[src/logic/rcio_pkg.sv]
// constants for the remote contact i/o block
`default_nettype none
package rcio_pkg;
  // register offsets (byte addresses)
  localparam logic [7:0] OFS_CTRL     = 8'h00;
  localparam logic [7:0] OFS_STANDBY  = 8'h04;
  localparam logic [7:0] OFS_THRESH   = 8'h08;
  localparam logic [7:0] OFS_SETPOINT = 8'h0C;
  localparam logic [7:0] OFS_STATUS   = 8'h10;
  localparam logic [7:0] OFS_IRQ_STAT = 8'h14;
  localparam logic [7:0] OFS_IRQ_MASK = 8'h18;
  // control fields
  localparam int CTRL_REMOTE   = 0;
  localparam int CTRL_TEMP_MDL = 1;
  localparam int CTRL_SPD_ONLY = 2;
  localparam int CTRL_UPTO_SB  = 3;
  localparam int CTRL_W        = 4;
  // status / interrupt fields
  localparam int EV_OK_CHG  = 0;
  localparam int EV_ROT_CHG = 1;
  localparam int EV_WARN    = 2;
  localparam int EV_FAULT   = 3;
  localparam int EV_W       = 4;
  // reset values and limits
  localparam logic [3:0]  CTRL_RST     = 4'h0;
  localparam logic [15:0] STANDBY_MIN  = 16'h3A98;
  localparam logic [15:0] STANDBY_RST  = 16'h3A98;
  localparam logic [7:0]  THRESH_MIN   = 8'hFD;
  localparam logic [7:0]  THRESH_MAX   = 8'h32;
  localparam logic [7:0]  THRESH_RST   = 8'hFD;
  localparam logic [7:0]  SETPOINT_RST = 8'h1E;
  localparam logic [3:0]  IRQ_MASK_RST = 4'h0;
  // process values
  localparam logic [15:0] ROT_MIN_RPM  = 16'h0064;
  localparam logic [7:0]  TEMP_MARGIN  = 8'h03;
  localparam logic [7:0]  PCT_BASE     = 8'h64;
  localparam logic [23:0] PCT_DIV      = 24'h00_0064;
  // timing
  localparam int CLK_MHZ      = 50;
  localparam int DEBOUNCE_US  = 10000;
  localparam int DEBOUNCE_CYC = DEBOUNCE_US * CLK_MHZ;
endpackage
`default_nettype wire

[src/logic/rcio_remote_contact.sv]
// remote contact inputs and status contact outputs of the pump drive
// ==========================================================================
// Function
// - purge contact closed drives purge valve
// - vent contact closed drives air inlet valve
// - standby contact selects standby speed target
// - run contact closed starts, open stops pump
// - inputs act only in hardware-remote mode
// - plain model: ok when speed reaches threshold
// - regulated model also needs temperature >= setpoint-3
// - at-speed-only option ignores temperature
// - rotation closed while speed above 100 rpm
// - warning contact opens while warning present
// - fault contact opens while fault present
// - upto-standby option opens ok above standby speed while standby is selected in remote mode
// - threshold -3..50 percent, reset -3
// - standby speed 15000..nominal, reset 15000
//
// Our own choices: the plain strobed port and the placing of the registers.
`timescale 1ns/1ns
`default_nettype none

// ==========================================================================
// contact debouncer
module rcio_debounce #(
  parameter int CYC = rcio_pkg::DEBOUNCE_CYC
) (
  input  wire logic clk_i,
  input  wire logic rst_i,
  input  wire logic raw_i,
  output logic      level_o
);
  logic        s1_r;
  logic        s2_r;
  logic [31:0] cnt_r;

  always_ff @(posedge clk_i or posedge rst_i)
  begin
    if (rst_i)
    begin
      s1_r <= 1'b0;
      s2_r <= 1'b0;
    end
    else
    begin
      s1_r <= raw_i;
      s2_r <= s1_r;
    end
  end

  // level taken only after it stood stable for CYC cycles
  always_ff @(posedge clk_i or posedge rst_i)
  begin
    if (rst_i)
    begin
      cnt_r   <= 32'h0000_0000;
      level_o <= 1'b0;
    end
    else if (s2_r == level_o)
      cnt_r <= 32'h0000_0000;
    else if (cnt_r >= 32'(CYC - 1))
    begin
      cnt_r   <= 32'h0000_0000;
      level_o <= s2_r;
    end
    else
      cnt_r <= cnt_r + 32'h0000_0001;
  end
endmodule

// ==========================================================================
// top
module rcio_remote_contact #(
  parameter int          DEBOUNCE_CYC = rcio_pkg::DEBOUNCE_CYC,
  parameter logic [15:0] NOMINAL_RPM  = 16'h7530
) (
  input  wire logic        clk_i,
  input  wire logic        rst_i,
  input  wire logic [7:0]  addr_i,
  input  wire logic [15:0] wr_data_i,
  input  wire logic        wr_i,
  input  wire logic        rd_i,
  output logic      [15:0] rd_data_o,
  input  wire logic        purge_input_i,
  input  wire logic        vent_input_i,
  input  wire logic        standby_select_input_i,
  input  wire logic        run_stop_input_i,
  input  wire logic [15:0] speed_rpm_i,
  input  wire logic [7:0]  temp_c_i,
  input  wire logic        warning_i,
  input  wire logic        fault_i,
  output logic             purge_valve_o,
  output logic             vent_valve_o,
  output logic             run_o,
  output logic      [15:0] target_rpm_o,
  output logic             ok_process_o,
  output logic             rotation_o,
  output logic             warning_contact_o,
  output logic             fault_contact_o,
  output logic             irq_o
);
  logic [3:0]  ctrl_r;
  logic [15:0] standby_r;
  logic [7:0]  thresh_r;
  logic [7:0]  setpoint_r;
  logic [3:0]  irq_stat_r;
  logic [3:0]  irq_mask_r;
  logic [15:0] thr_rpm_r;
  logic [3:0]  ev_nxt;
  logic        purge_db;
  logic        vent_db;
  logic        standby_db;
  logic        run_db;
  logic        remote;
  logic        spd_ok;
  logic        temp_ok;
  logic        ok_nxt;
  logic [23:0] thr_prod;

  // ========================================================================
  // contact inputs
  rcio_debounce #(.CYC(DEBOUNCE_CYC)) u_db_purge (
    .clk_i(clk_i), .rst_i(rst_i), .raw_i(purge_input_i), .level_o(purge_db));
  rcio_debounce #(.CYC(DEBOUNCE_CYC)) u_db_vent (
    .clk_i(clk_i), .rst_i(rst_i), .raw_i(vent_input_i), .level_o(vent_db));
  rcio_debounce #(.CYC(DEBOUNCE_CYC)) u_db_standby (
    .clk_i(clk_i), .rst_i(rst_i), .raw_i(standby_select_input_i), .level_o(standby_db));
  rcio_debounce #(.CYC(DEBOUNCE_CYC)) u_db_run (
    .clk_i(clk_i), .rst_i(rst_i), .raw_i(run_stop_input_i), .level_o(run_db));

  assign remote = ctrl_r[rcio_pkg::CTRL_REMOTE];

  // ========================================================================
  // register writes
  always_ff @(posedge clk_i or posedge rst_i)
  begin
    if (rst_i)
    begin
      ctrl_r     <= rcio_pkg::CTRL_RST;
      standby_r  <= rcio_pkg::STANDBY_RST;
      thresh_r   <= rcio_pkg::THRESH_RST;
      setpoint_r <= rcio_pkg::SETPOINT_RST;
      irq_mask_r <= rcio_pkg::IRQ_MASK_RST;
    end
    else if (wr_i)
    begin
      unique case (addr_i)
        rcio_pkg::OFS_CTRL:     ctrl_r     <= wr_data_i[3:0];
        rcio_pkg::OFS_STANDBY:
          if (wr_data_i < rcio_pkg::STANDBY_MIN)
            standby_r <= rcio_pkg::STANDBY_MIN;
          else if (wr_data_i > NOMINAL_RPM)
            standby_r <= NOMINAL_RPM;
          else
            standby_r <= wr_data_i;
        rcio_pkg::OFS_THRESH:
          if ($signed(wr_data_i[7:0]) < $signed(rcio_pkg::THRESH_MIN))
            thresh_r <= rcio_pkg::THRESH_MIN;
          else if ($signed(wr_data_i[7:0]) > $signed(rcio_pkg::THRESH_MAX))
            thresh_r <= rcio_pkg::THRESH_MAX;
          else
            thresh_r <= wr_data_i[7:0];
        rcio_pkg::OFS_SETPOINT: setpoint_r <= wr_data_i[7:0];
        rcio_pkg::OFS_IRQ_MASK: irq_mask_r <= wr_data_i[3:0];
        default:                ;
      endcase
    end
  end

  // ========================================================================
  // register reads, data valid the cycle after the strobe only
  always_ff @(posedge clk_i or posedge rst_i)
  begin
    if (rst_i)
      rd_data_o <= 16'h0000;
    else if (rd_i)
    begin
      unique case (addr_i)
        rcio_pkg::OFS_CTRL:     rd_data_o <= {12'h000, ctrl_r};
        rcio_pkg::OFS_STANDBY:  rd_data_o <= standby_r;
        rcio_pkg::OFS_THRESH:   rd_data_o <= {8'h00, thresh_r};
        rcio_pkg::OFS_SETPOINT: rd_data_o <= {8'h00, setpoint_r};
        rcio_pkg::OFS_STATUS:   rd_data_o <= {6'h00, fault_contact_o, warning_contact_o,
                                              rotation_o, ok_process_o, run_o, vent_valve_o,
                                              purge_valve_o, standby_db & remote, run_db, 1'b0};
        rcio_pkg::OFS_IRQ_STAT: rd_data_o <= {12'h000, irq_stat_r};
        rcio_pkg::OFS_IRQ_MASK: rd_data_o <= {12'h000, irq_mask_r};
        default:                rd_data_o <= 16'h0000;
      endcase
    end
    else
      rd_data_o <= 16'h0000;
  end

  // ========================================================================
  // remote commands
  always_ff @(posedge clk_i or posedge rst_i)
  begin
    if (rst_i)
    begin
      purge_valve_o <= 1'b0;
      vent_valve_o  <= 1'b0;
      run_o         <= 1'b0;
      target_rpm_o  <= NOMINAL_RPM;
    end
    else
    begin
      purge_valve_o <= remote & purge_db;
      vent_valve_o  <= remote & vent_db;
      run_o         <= remote & run_db;
      target_rpm_o  <= (remote & standby_db) ? standby_r : NOMINAL_RPM;
    end
  end

  // ========================================================================
  // status contacts
  assign thr_prod = 24'(NOMINAL_RPM) * 24'(8'(rcio_pkg::PCT_BASE + thresh_r)); // 8-bit sum wraps

  always_ff @(posedge clk_i or posedge rst_i)
  begin
    if (rst_i)
      thr_rpm_r <= 16'(24'(NOMINAL_RPM) * 24'(8'(rcio_pkg::PCT_BASE + rcio_pkg::THRESH_RST))
                       / rcio_pkg::PCT_DIV);
    else
      thr_rpm_r <= 16'(thr_prod / rcio_pkg::PCT_DIV);
  end

  always_comb
  begin
    spd_ok  = speed_rpm_i >= thr_rpm_r;
    temp_ok = ({1'b0, temp_c_i} + {1'b0, rcio_pkg::TEMP_MARGIN}) >= {1'b0, setpoint_r};
    if (ctrl_r[rcio_pkg::CTRL_TEMP_MDL] && !ctrl_r[rcio_pkg::CTRL_SPD_ONLY])
      ok_nxt = spd_ok & temp_ok;
    else
      ok_nxt = spd_ok;
    if (ctrl_r[rcio_pkg::CTRL_UPTO_SB] && remote && standby_db && speed_rpm_i > standby_r)
      ok_nxt = 1'b0;
  end

  always_ff @(posedge clk_i or posedge rst_i)
  begin
    if (rst_i)
    begin
      ok_process_o      <= 1'b0;
      rotation_o        <= 1'b0;
      warning_contact_o <= 1'b0;
      fault_contact_o   <= 1'b0;
    end
    else
    begin
      ok_process_o      <= ok_nxt;
      rotation_o        <= speed_rpm_i > rcio_pkg::ROT_MIN_RPM;
      warning_contact_o <= ~warning_i;
      fault_contact_o   <= ~fault_i;
    end
  end

  // ========================================================================
  // interrupts: sticky status, write one to clear, set wins
  always_comb
  begin
    ev_nxt                       = 4'h0;
    ev_nxt[rcio_pkg::EV_OK_CHG]  = ok_nxt != ok_process_o;
    ev_nxt[rcio_pkg::EV_ROT_CHG] = (speed_rpm_i > rcio_pkg::ROT_MIN_RPM) != rotation_o;
    ev_nxt[rcio_pkg::EV_WARN]    = warning_i & warning_contact_o;
    ev_nxt[rcio_pkg::EV_FAULT]   = fault_i & fault_contact_o;
  end

  always_ff @(posedge clk_i or posedge rst_i)
  begin
    if (rst_i)
      irq_stat_r <= 4'h0;
    else if (wr_i && addr_i == rcio_pkg::OFS_IRQ_STAT)
      irq_stat_r <= (irq_stat_r & ~wr_data_i[3:0]) | ev_nxt;
    else
      irq_stat_r <= irq_stat_r | ev_nxt;
  end

  always_ff @(posedge clk_i or posedge rst_i)
  begin
    if (rst_i)
      irq_o <= 1'b0;
    else
      irq_o <= |((irq_stat_r | ev_nxt) & irq_mask_r);
  end

  // ========================================================================
  // checks
  a_purge_follow: assert property (@(posedge clk_i) disable iff (rst_i)
    (remote && purge_db) |=> purge_valve_o)
    else $error("purge valve not driven");
  a_vent_follow: assert property (@(posedge clk_i) disable iff (rst_i)
    (vent_valve_o |-> $past(vent_db) && $past(remote)))
    else $error("vent valve without command");
  a_standby_target: assert property (@(posedge clk_i) disable iff (rst_i)
    (remote && standby_db) |=> target_rpm_o == $past(standby_r))
    else $error("standby target wrong");
  a_run_cmd: assert property (@(posedge clk_i) disable iff (rst_i)
    $fell(run_db) |=> !run_o)
    else $error("pump not stopped");
  a_local_mode_idle: assert property (@(posedge clk_i) disable iff (rst_i)
    !remote |=> !purge_valve_o && !vent_valve_o && !run_o && target_rpm_o == NOMINAL_RPM)
    else $error("contact acted outside remote mode");
  a_ok_speed: assert property (@(posedge clk_i) disable iff (rst_i)
    (speed_rpm_i < thr_rpm_r) |=> !ok_process_o)
    else $error("ok without speed");
  a_ok_temp: assert property (@(posedge clk_i) disable iff (rst_i)
    (ctrl_r[1] && !ctrl_r[2] && ({1'b0, temp_c_i} + 9'h003) < {1'b0, setpoint_r})
    |=> !ok_process_o)
    else $error("ok while too cold");
  a_ok_speed_only: assert property (@(posedge clk_i) disable iff (rst_i)
    (ctrl_r[2] && spd_ok && !(ctrl_r[3] && remote && standby_db && speed_rpm_i > standby_r))
    |=> ok_process_o)
    else $error("speed-only ok missing");
  a_rotation: assert property (@(posedge clk_i) disable iff (rst_i)
    rotation_o == ($past(speed_rpm_i) > 16'h0064))
    else $error("rotation contact wrong");
  a_warn_open: assert property (@(posedge clk_i) disable iff (rst_i)
    warning_i [*2] |-> !warning_contact_o)
    else $error("warning contact closed");
  a_fault_open: assert property (@(posedge clk_i) disable iff (rst_i)
    fault_i ##1 !fault_i |=> fault_contact_o)
    else $error("fault contact stuck open");
  a_upto_standby: assert property (@(posedge clk_i) disable iff (rst_i)
    (ctrl_r[3] && remote && standby_db && speed_rpm_i > standby_r) |=> !ok_process_o)
    else $error("ok above standby speed");
  a_thresh_range: assert property (@(posedge clk_i) disable iff (rst_i)
    $signed(thresh_r) >= -8'sd3 && $signed(thresh_r) <= 8'sd50)
    else $error("threshold out of range");
  a_standby_range: assert property (@(posedge clk_i) disable iff (rst_i)
    standby_r >= 16'h3A98 && standby_r <= NOMINAL_RPM)
    else $error("standby speed out of range");
  a_debounce_hold: assert property (@(posedge clk_i) disable iff (rst_i)
    $changed(run_db) |=> $stable(run_db))
    else $error("debounced level toggled twice");

  c_remote_start: cover property (@(posedge clk_i) disable iff (rst_i) $rose(run_o));
  c_purge_on: cover property (@(posedge clk_i) disable iff (rst_i) $rose(purge_valve_o));
  c_ok_rise: cover property (@(posedge clk_i) disable iff (rst_i) $rose(ok_process_o));
  c_irq: cover property (@(posedge clk_i) disable iff (rst_i) $rose(irq_o));
endmodule
`default_nettype wire

[config.mk]
export PLATFORM = sky130hd
export DESIGN_NAME = rcio_remote_contact
export DESIGN_NICKNAME = d
export VERILOG_FILES = /design/src/logic/rcio_pkg.sv /design/src/logic/rcio_remote_contact.sv
export SDC_FILE = /design/constraint.sdc
export NUM_CORES = 1
export LEC_CHECK = 0
export ABC_AREA = 1
export BUFFER_PORTS_ARGS = -buffer_cell sky130_fd_sc_hd__clkbuf_2
export CAP_MARGIN = 40
export CORE_ASPECT_RATIO = 1.25
export CORE_MARGIN = 2
export CORE_UTILIZATION = 50
export CTS_CLUSTER_DIAMETER = 80
export DETAILED_ROUTE_END_ITERATION = 10
export PLACE_DENSITY = 0.66
export SLEW_MARGIN = 20
export SYNTH_ARGS = -nofsm -noshare
export SYNTH_HDL_FRONTEND = slang
export SYNTH_HIERARCHICAL = 1
export SYNTH_SLANG_ARGS = --single-unit
[constraint.sdc]
create_clock -name clk_i -period 28 [get_ports clk_i]
set_input_delay 5.6 -clock clk_i [delete_from_list [all_inputs] [get_ports clk_i]]
set_output_delay 5.6 -clock clk_i [all_outputs]
set_load 0.02 [all_outputs]
# ---- Yosys cells after proc, flatten, opt, wreduce, memory -nomap -nowiden
# Index checks and enable logic that the tools add are counted.
dict set report totals {
  elab_cells 118
  output_inout_bits 40
  reg_bits 240
}
dict set report op_classes {
  reduce_logical 17
  multipliers 1
  bitwise 18
  eq_ne 12
  n_addsub 6
  n_div 1
  n_mux 18
  n_lt_le_gt_ge 12
}
# cell n
set op_table {}
lappend op_table {{$mux W32} 8}
lappend op_table {{$add A32 B1 Y32 const B} 4}
lappend op_table {{$ge A32 B19 Y1 const B} 4}
lappend op_table {{$pmux W16 S7} 1}
lappend op_table {{$mux W16} 4}
lappend op_table {{$div A23 B7 Y24 const B} 1}
lappend op_table {{$eq A8 B5 Y1 const B} 3}
lappend op_table {{$mul A11 B8 Y19 const A} 1}
lappend op_table {{$reduce_and A2 Y1} 9}
lappend op_table {{$eq A8 B4 Y1 const B} 2}
lappend op_table {{$ge A16 B16 Y1} 1}
lappend op_table {{$gt A16 B15 Y1 const B} 1}
lappend op_table {{$gt A16 B16 Y1} 1}
lappend op_table {{$gt A16 B7 Y1 const B} 1}
lappend op_table {{$lt A16 B14 Y1 const B} 1}
lappend op_table {{$mux W8} 2}
lappend op_table {{$add A8 B2 Y9 const B} 1}
lappend op_table {{$ge A9 B8 Y1} 1}
lappend op_table {{$add A7 B8 Y8 const A} 1}
lappend op_table {{$and A4 B4 Y4} 2}
lappend op_table {{$eq A8 B3 Y1 const B} 1}
lappend op_table {{$gt A8 B7 Y1 const B} 1}
lappend op_table {{$logic_not A8 Y1} 1}
lappend op_table {{$lt A8 B3 Y1 const B} 1}
lappend op_table {{11 further kinds} 32}

# ---- Longest topological paths before layout
# Gate-level depths: netlist of the first run.
dict set report logic_depth {
  ltp_word 9
  ltp_mapped 112
}

# ---- By module
# The synthesis of the first run kept the hierarchy.
# module area_per_inst_um2 instances cells_each seq_area_each_um2
set by_module_without_submodules {}
lappend by_module_without_submodules {rcio_remote_contact 10104.7 1 1364 2543.7}
lappend by_module_without_submodules {rcio_debounce 1580.3 4 170 875.8}

# ---- Worst setup path after synthesis of the first run
# No wires, ideal clock.
dict set report synth_path {
  kind {reg-to-reg}
  start {register thresh_r[2]}
  end {register thr_rpm_r[0]}
  setup_ps 130
  setup_slack_ps 16481
  t_required_ps 27870
  arrival_time_ps 11389
  path_stages_with_launch 98
  cell_sequence {dfstp_2 -> buf_4 -> inv_1 -> ha_1 -> inv_1 -> ha_1 -> xnor2_1 -> fa_1 -> fa_1 -> inv_1 -> fa_1 -> inv_1 -> ha_1 -> nand2_1 -> inv_1 -> nand2_1 -> nor3_1 -> a21oi_1 -> [62 not listed] -> nand2_4 -> nand2_4 -> ha_1 -> inv_1 -> nand3_4 -> nand3_4 -> nand2_4 -> nand2_2 -> nand2_4 -> ha_1 -> inv_1 -> nand3_1 -> o21ai_1 -> nand2_1 -> nor2_1 -> nor2_1 -> nor2_1 -> nand4_1}
}
dict set report synth_via {
  elab_chain_cells 3
}
# item line
set synth_rtl {}
lappend synth_rtl {{from (decl)} rcio_remote_contact.sv:104} ;# logic [7:0] thresh_r;
lappend synth_rtl {{from (signal assigned)} rcio_remote_contact.sv:141} ;# thresh_r <= rcio_pkg::THRESH_RST;
lappend synth_rtl {{from (signal assigned)} rcio_remote_contact.sv:158} ;# thresh_r <= rcio_pkg::THRESH_MIN;
lappend synth_rtl {{from (signal assigned)} rcio_remote_contact.sv:160} ;# thresh_r <= rcio_pkg::THRESH_MAX;
lappend synth_rtl {{$add A7 B8 Y8} rcio_remote_contact.sv:217} ;# assign thr_prod = 24'(NOMINAL_RPM) * 24'(8'(rcio_pkg::PCT_BASE + thresh_r));
lappend synth_rtl {{$mul A11 B8 Y19} rcio_remote_contact.sv:217}
lappend synth_rtl {{$div A23 B7 Y24} rcio_remote_contact.sv:225} ;# thr_rpm_r <= 16'(thr_prod / rcio_pkg::PCT_DIV);
lappend synth_rtl {{to (signal assigned)} rcio_remote_contact.sv:222} ;# thr_rpm_r <= 16'(24'(NOMINAL_RPM) * 24'(8'(rcio_pkg::PCT_BASE + rcio_pkg::THRESH_RST))
lappend synth_rtl {{to (signal assigned)} rcio_remote_contact.sv:225}
lappend synth_rtl {{to (decl)} rcio_remote_contact.sv:108} ;# logic [15:0] thr_rpm_r;
# Every way passes these cells.
# A chain may end at the register's enable or synchronous reset.

# ---- Worst setup path in the final report of the first run
# Ends and elaborated chain as after synthesis.

==> results_dict.tcl, run 1 <==
set metrics [dict create \
    worst_slew_pin_slew_ps 724 \
    yosysMostFrequentCell "nand2_1" \
    clockBufferDepth 3 \
    place_hpwl_um 28800 \
    fin_hold_ws_ps 346 \
    io_buffers 97 \
    fp.dieH_um 207 \
    overflow 0 \
    cts-buffers-inserted 27 \
    synth_area_um2 16400 \
    grt_max_degree 58 \
    initial_core_util 0.505 \
    cts_root_buf "clkbuf_16" \
    drv_slew 0 \
    finalCriticalPeriod_ps 12940 \
    nFillCells 2976 \
    crit_path_start_kind "register" \
    cts_setup_buffers 0 \
    antenna_found_initial 4 \
    slew_headroom 0.516 \
    yosys.area.top_type "dfrtp_1" \
    cts.sinks 240 \
    clk_pin_slew_worst_paths_ps 60 \
    synth-seq-cells 240 \
    drt_iter0_markers 819 \
    grt_pass1_vias 13200 \
    htree_num_levels 1 \
    drc_errors 0 \
    rsz0062_at_grt "no" \
    drtPass1Iterations 6 \
    syn_avg_cell_area_um2 8.04 \
    drv_cap 0 \
    vias 13400 \
    syn_to_final_growth_pct 12.2 \
    dieArea_um2 34300 \
    path_class "reg -> reg" \
    synth_cell_types 63 \
    wl_per_cell_um 13.7 \
    status "finished, final reports clean" \
    place_congestion 0.914 \
    ctsHoldBuffers 0 \
    critPathMaxFanout 11 \
    critPathArrivalTime_ps 13360 \
    ys_async_sr_fraction 1.00 \
    setup_viol_count_final 0 \
    io_pins 98 \
    critPathCaptureType "register" \
    setup_tns_ps 0 \
    yosysSeqAreaShare 0.368 \
    synth.area.top_cells "dfrtp_1, nand2_1, ha_1" \
    core-area_um2 32500 \
    hp-class "reg -> reg" \
    cpPeakStageDelay_ps 620 \
    synth-edff-count 0 \
    max_freq_mhz 77.3 \
    synthTopCellsByCount "nand2_1, inv_1, nor2_1, dfrtp_1, nand3_1" \
    hold_viol 0 \
    yosysWarnings 6 \
    fin_crit_sh 0.462 \
    cts_tree "built" \
    seq_area_um2 6050 \
    synth-main-ff-cell "dfrtp_1" \
    grtUsageTotal 0.214 \
    rows 74 \
    critPathSlowestCell "dfstp_2" \
    ant_nets 0 \
    die_width_um 166 \
    via_per_inst 5.04 \
    grt_pass1_wl_um 61500 \
    synthCells 2044 \
    multi_input_area_um2 9120 \
    fin_skew_ps 19.6 \
    finalWirelength_um 36300 \
    nets 2391 \
    yosysTopAreaCellShare 0.315 \
    drive_above_1_share 0.194 \
    crit_top_cell "nand2_2" \
    clk_latency_ps 560 \
    worstPathRequired_ps 28420 \
    cts_resized 0 \
]
## routing by layer
metal / global-route usage / wire length (µm) / up-vias
met5: 0 / 39 / -
met4: 0.0786 / 1310 / 6
met3: 0.0309 / 1610 / 89
li1: - / - / 6820
met1: 0.258 / 15400 / 6194
met2: 0.391 / 18000 / 254
## final timing paths
check / from / end / slack, ps / cells after the start
min in group asynchronous: rst_i / u_db_run/cnt_r[2] / 5210 / 2
min: u_db_purge/s1_r / u_db_purge/s2_r / 350 / 0
max in group asynchronous: rst_i / target_rpm_o[6] / 21640 / 3
max reg2reg: thresh_r[2] / thr_rpm_r[0] / 15060 / 90
max: thresh_r[2] / thr_rpm_r[0] / 15060 / 90
min reg2reg: u_db_purge/s1_r / u_db_purge/s2_r / 350 / 0
## layout make-up
cell class	instances	share of cell area
multi-input combinational	1497	0.494
sequential	240	0.328
inverter	345	0.0717
clock buffer	39	0.0423
timing repair buffer	102	0.0284
tap	418	0.0284
clock inverter	10	0.00658
antenna	1	0.000136
## cells by family (layout without fill, tap and decap cells)
family,Yosys count,after routing,synth area share
compound gates,201,201,0.0753
xor+xnor,92,92,0.0495
fa+ha+maj,120,120,0.100
buf+inv,355,496,0.0878
flops,240,240,0.368
other cells,4,53,0.000914
simple gates,1032,1032,0.318
## flip-flops by register name, summed over array words and instances (netlist names), 8 cells and up
name                flops
u_db_purge/cnt_r       32
standby_r              16
rd_data_o              16
thr_rpm_r              16
thresh_r                8
setpoint_r              8
u_db_run/cnt_r         32
u_db_standby/cnt_r     32
target_rpm_o           16
u_db_vent/cnt_r        32
## through the flow
step,setup slack (ps),cells,area (µm²),util
floorplan,16480,2092,16600,-
global placement,15480,2602,17500,0.539
detailed placement,15060,2602,17500,0.539
CTS,15020,2651,18400,0.567
global route,13710,2651,18400,0.567
finish,15060,2652,18400,0.567
## critical path: cells and delay by family (launching register included)
kind / cells / cell delay, ps
AND/OR/NAND/NOR: 68 / 7100
adder cells (fa/ha/maj): 8 / 3020
AO/OA/AOI/OAI: 5 / 850
XOR/XNOR: 2 / 660
flip-flops: 1 / 620
buffers and inverters: 7 / 560
## placed cells by master, fill, tap and decap left out, drive strengths merged, types with 4 or more instances in the layout
cell type  count
nand2        517
inv          338
nor2         278
dfrtp        207
clkbuf       136
nand3        132
ha           101
o21ai         72
xor2          67
nand4         59
a21oi         57
conb          52
dfstp         33
nor3          32
xnor2         25
fa            19
o22ai         14
clkinv        13
a31oi          9
o21bai         9
nand3b         9
o21a           7
buf            5
a221oi         4
o32ai          4
Power of run 1 is left out: the tool's default activity adds up to more than one toggle a clock period on the data nets, which glitch-free logic cannot reach.
==> run 2, diff against run 1 <==
- PLACE_DENSITY: 0.66 -> 0.68
- clock period: 28 -> 11.2 ns (I/O delays scaled with it)
==> results_dict.tcl, run 2 (same netlist as run 1, synthesis figures left out) <==
set metrics [dict create \
    critPathCaptureType "register" \
    ctsHoldBuffers 0 \
    initial_core_util 0.505 \
    cp.depth 94 \
    crit_path_start_kind "register" \
    ant_nets 0 \
    drv_cap 0 \
    grt_pass1_wl_um 64600 \
    crit_top_cell "nand2_4" \
    io_buffers 97 \
    grt_pass1_vias 14000 \
    grt_max_degree 40 \
    fin_skew_ps 9.75 \
    cp_num_buf_inv 11 \
    worst_slack_ps -442 \
    grtUsageMet3 0.0303 \
    finalCriticalPeriod_ps 11640 \
    cts.sinks 240 \
    fin_crit_sh 1.04 \
    clk_pin_slew_worst_paths_ps 60 \
    path_class "reg -> reg" \
    via_per_inst 5.05 \
    syn_to_final_growth_pct 25.0 \
    reg2reg_depth 94 \
    die_width_um 166 \
    rsz0062_at_grt "yes" \
    htree_num_levels 1 \
    crit_family "simple AND/OR/NAND/NOR gates" \
    cts_root_buf "clkbuf_16" \
    top_usage_layer "met2" \
    drt_iter0_markers 754 \
    antenna_found_initial 2 \
    setup_viol_count_final 2 \
    core-area_um2 32500 \
    drv_slew 0 \
    finalWirelength_um 38800 \
    fp.dieH_um 207 \
    setup_tns_ps -606 \
    clockBufferDepth 3 \
    io_pins 98 \
    cpPeakStageDelay_ps 590 \
    place_inst 2746 \
    worst_slew_pin_slew_ps 749 \
    critPathMaxFanout 7 \
    hold_viol 0 \
    drtPass1Iterations 5 \
    rows 74 \
    hp-class "reg -> reg" \
    nets 2566 \
    clk_latency_ps 550 \
    hold_depth 0 \
    dieArea_um2 34300 \
    layout.cells.non_filler 2828 \
    grt_use_met2 0.412 \
    drc_errors 0 \
    cts_tree "built" \
    wl_per_cell_um 13.7 \
    grtUsageTotal 0.227 \
    violations "setup timing" \
    final_cell_mix "nand2_1, inv_1, nor2_1, dfrtp_1, buf_4" \
    status "finished with violations" \
    worstPathRequired_ps 11620 \
    layout_commonest_cell "nand2_1" \
    cts-buffers-inserted 26 \
    critPathSlowestCell "dfstp_2" \
    vias 14300 \
    critPathArrivalTime_ps 12070 \
    overflow 0 \
    max_freq_mhz 85.9 \
    drive_above_1_share 0.292 \
    slew_headroom 0.497 \
    met1_usage 0.269 \
    place_congestion 0.913 \
    place_hpwl_um 29900 \
]
-- run 2: cell count changes in the layout (fill, tap and decap cells not counted), moves of 14 or more --
cell / delta
nand2_4: +35
nand2_2: -14
nand2_1: -24
nand3_2: +16
nand3_1: -24
buf_4: +173
-- run 2: final cells by class --
cell class | instances | area, µm²
flip-flops and latches | 240 | 6050
well taps | 418 | 523
diodes | 2 | 5.00
clock inverters | 13 | 116
inverters | 345 | 1340
clock buffers | 35 | 724
fillers | 2743 | 12000
multi-input cells | 1497 | 9910
repair buffers | 278 | 1860
-- run 2: path summary, 6_finish.rpt --
path	from	end	slack [ps]
hold / removal	u_db_purge/s1_r	u_db_purge/s2_r	350
max in group asynchronous	rst_i	target_rpm_o[10]	8320
min in group asynchronous	rst_i	vent_valve_o	1730
setup reg to reg	thresh_r[2]	thr_rpm_r[0]	-440
setup / recovery	thresh_r[2]	thr_rpm_r[0]	-440
hold reg to reg	u_db_purge/s1_r	u_db_purge/s2_r	350
-- run 2: timing repair --
item,in CTS,in global routing
resized for setup,47,78
buffers inserted,15,17
gates cloned,0,0
endpoints found under the setup margin,2,3
pin swaps,26,39
-- run 2: through the flow --
step | util | instance area (µm²) | hold WS, ps | setup slack [ps]
4_1_cts | 0.617 | 20100 | 351 | -279
2_1_floorplan | - | 16800 | 331 | 14.9
3_3_place_gp | 0.579 | 18800 | 335 | -134
3_5_place_dp | 0.580 | 18800 | 337 | -390
5_1_grt | 0.632 | 20500 | 348 | -1300
6_report | 0.632 | 20500 | 348 | -442
-- run 2: per-layer routing --
| metal | part of all wire | routed length [µm] | vias to the layer above |
|---|---|---|---|
| li1 | - | - | 7158 |
| met1 | 0.40 | 15700 | 6706 |
| met2 | 0.51 | 19900 | 319 |
| met3 | 0.040 | 1560 | 92 |
| met4 | 0.044 | 1700 | 0 |
| met5 | 0 | 0 | - |
Power of run 2 is left out for the same reason.
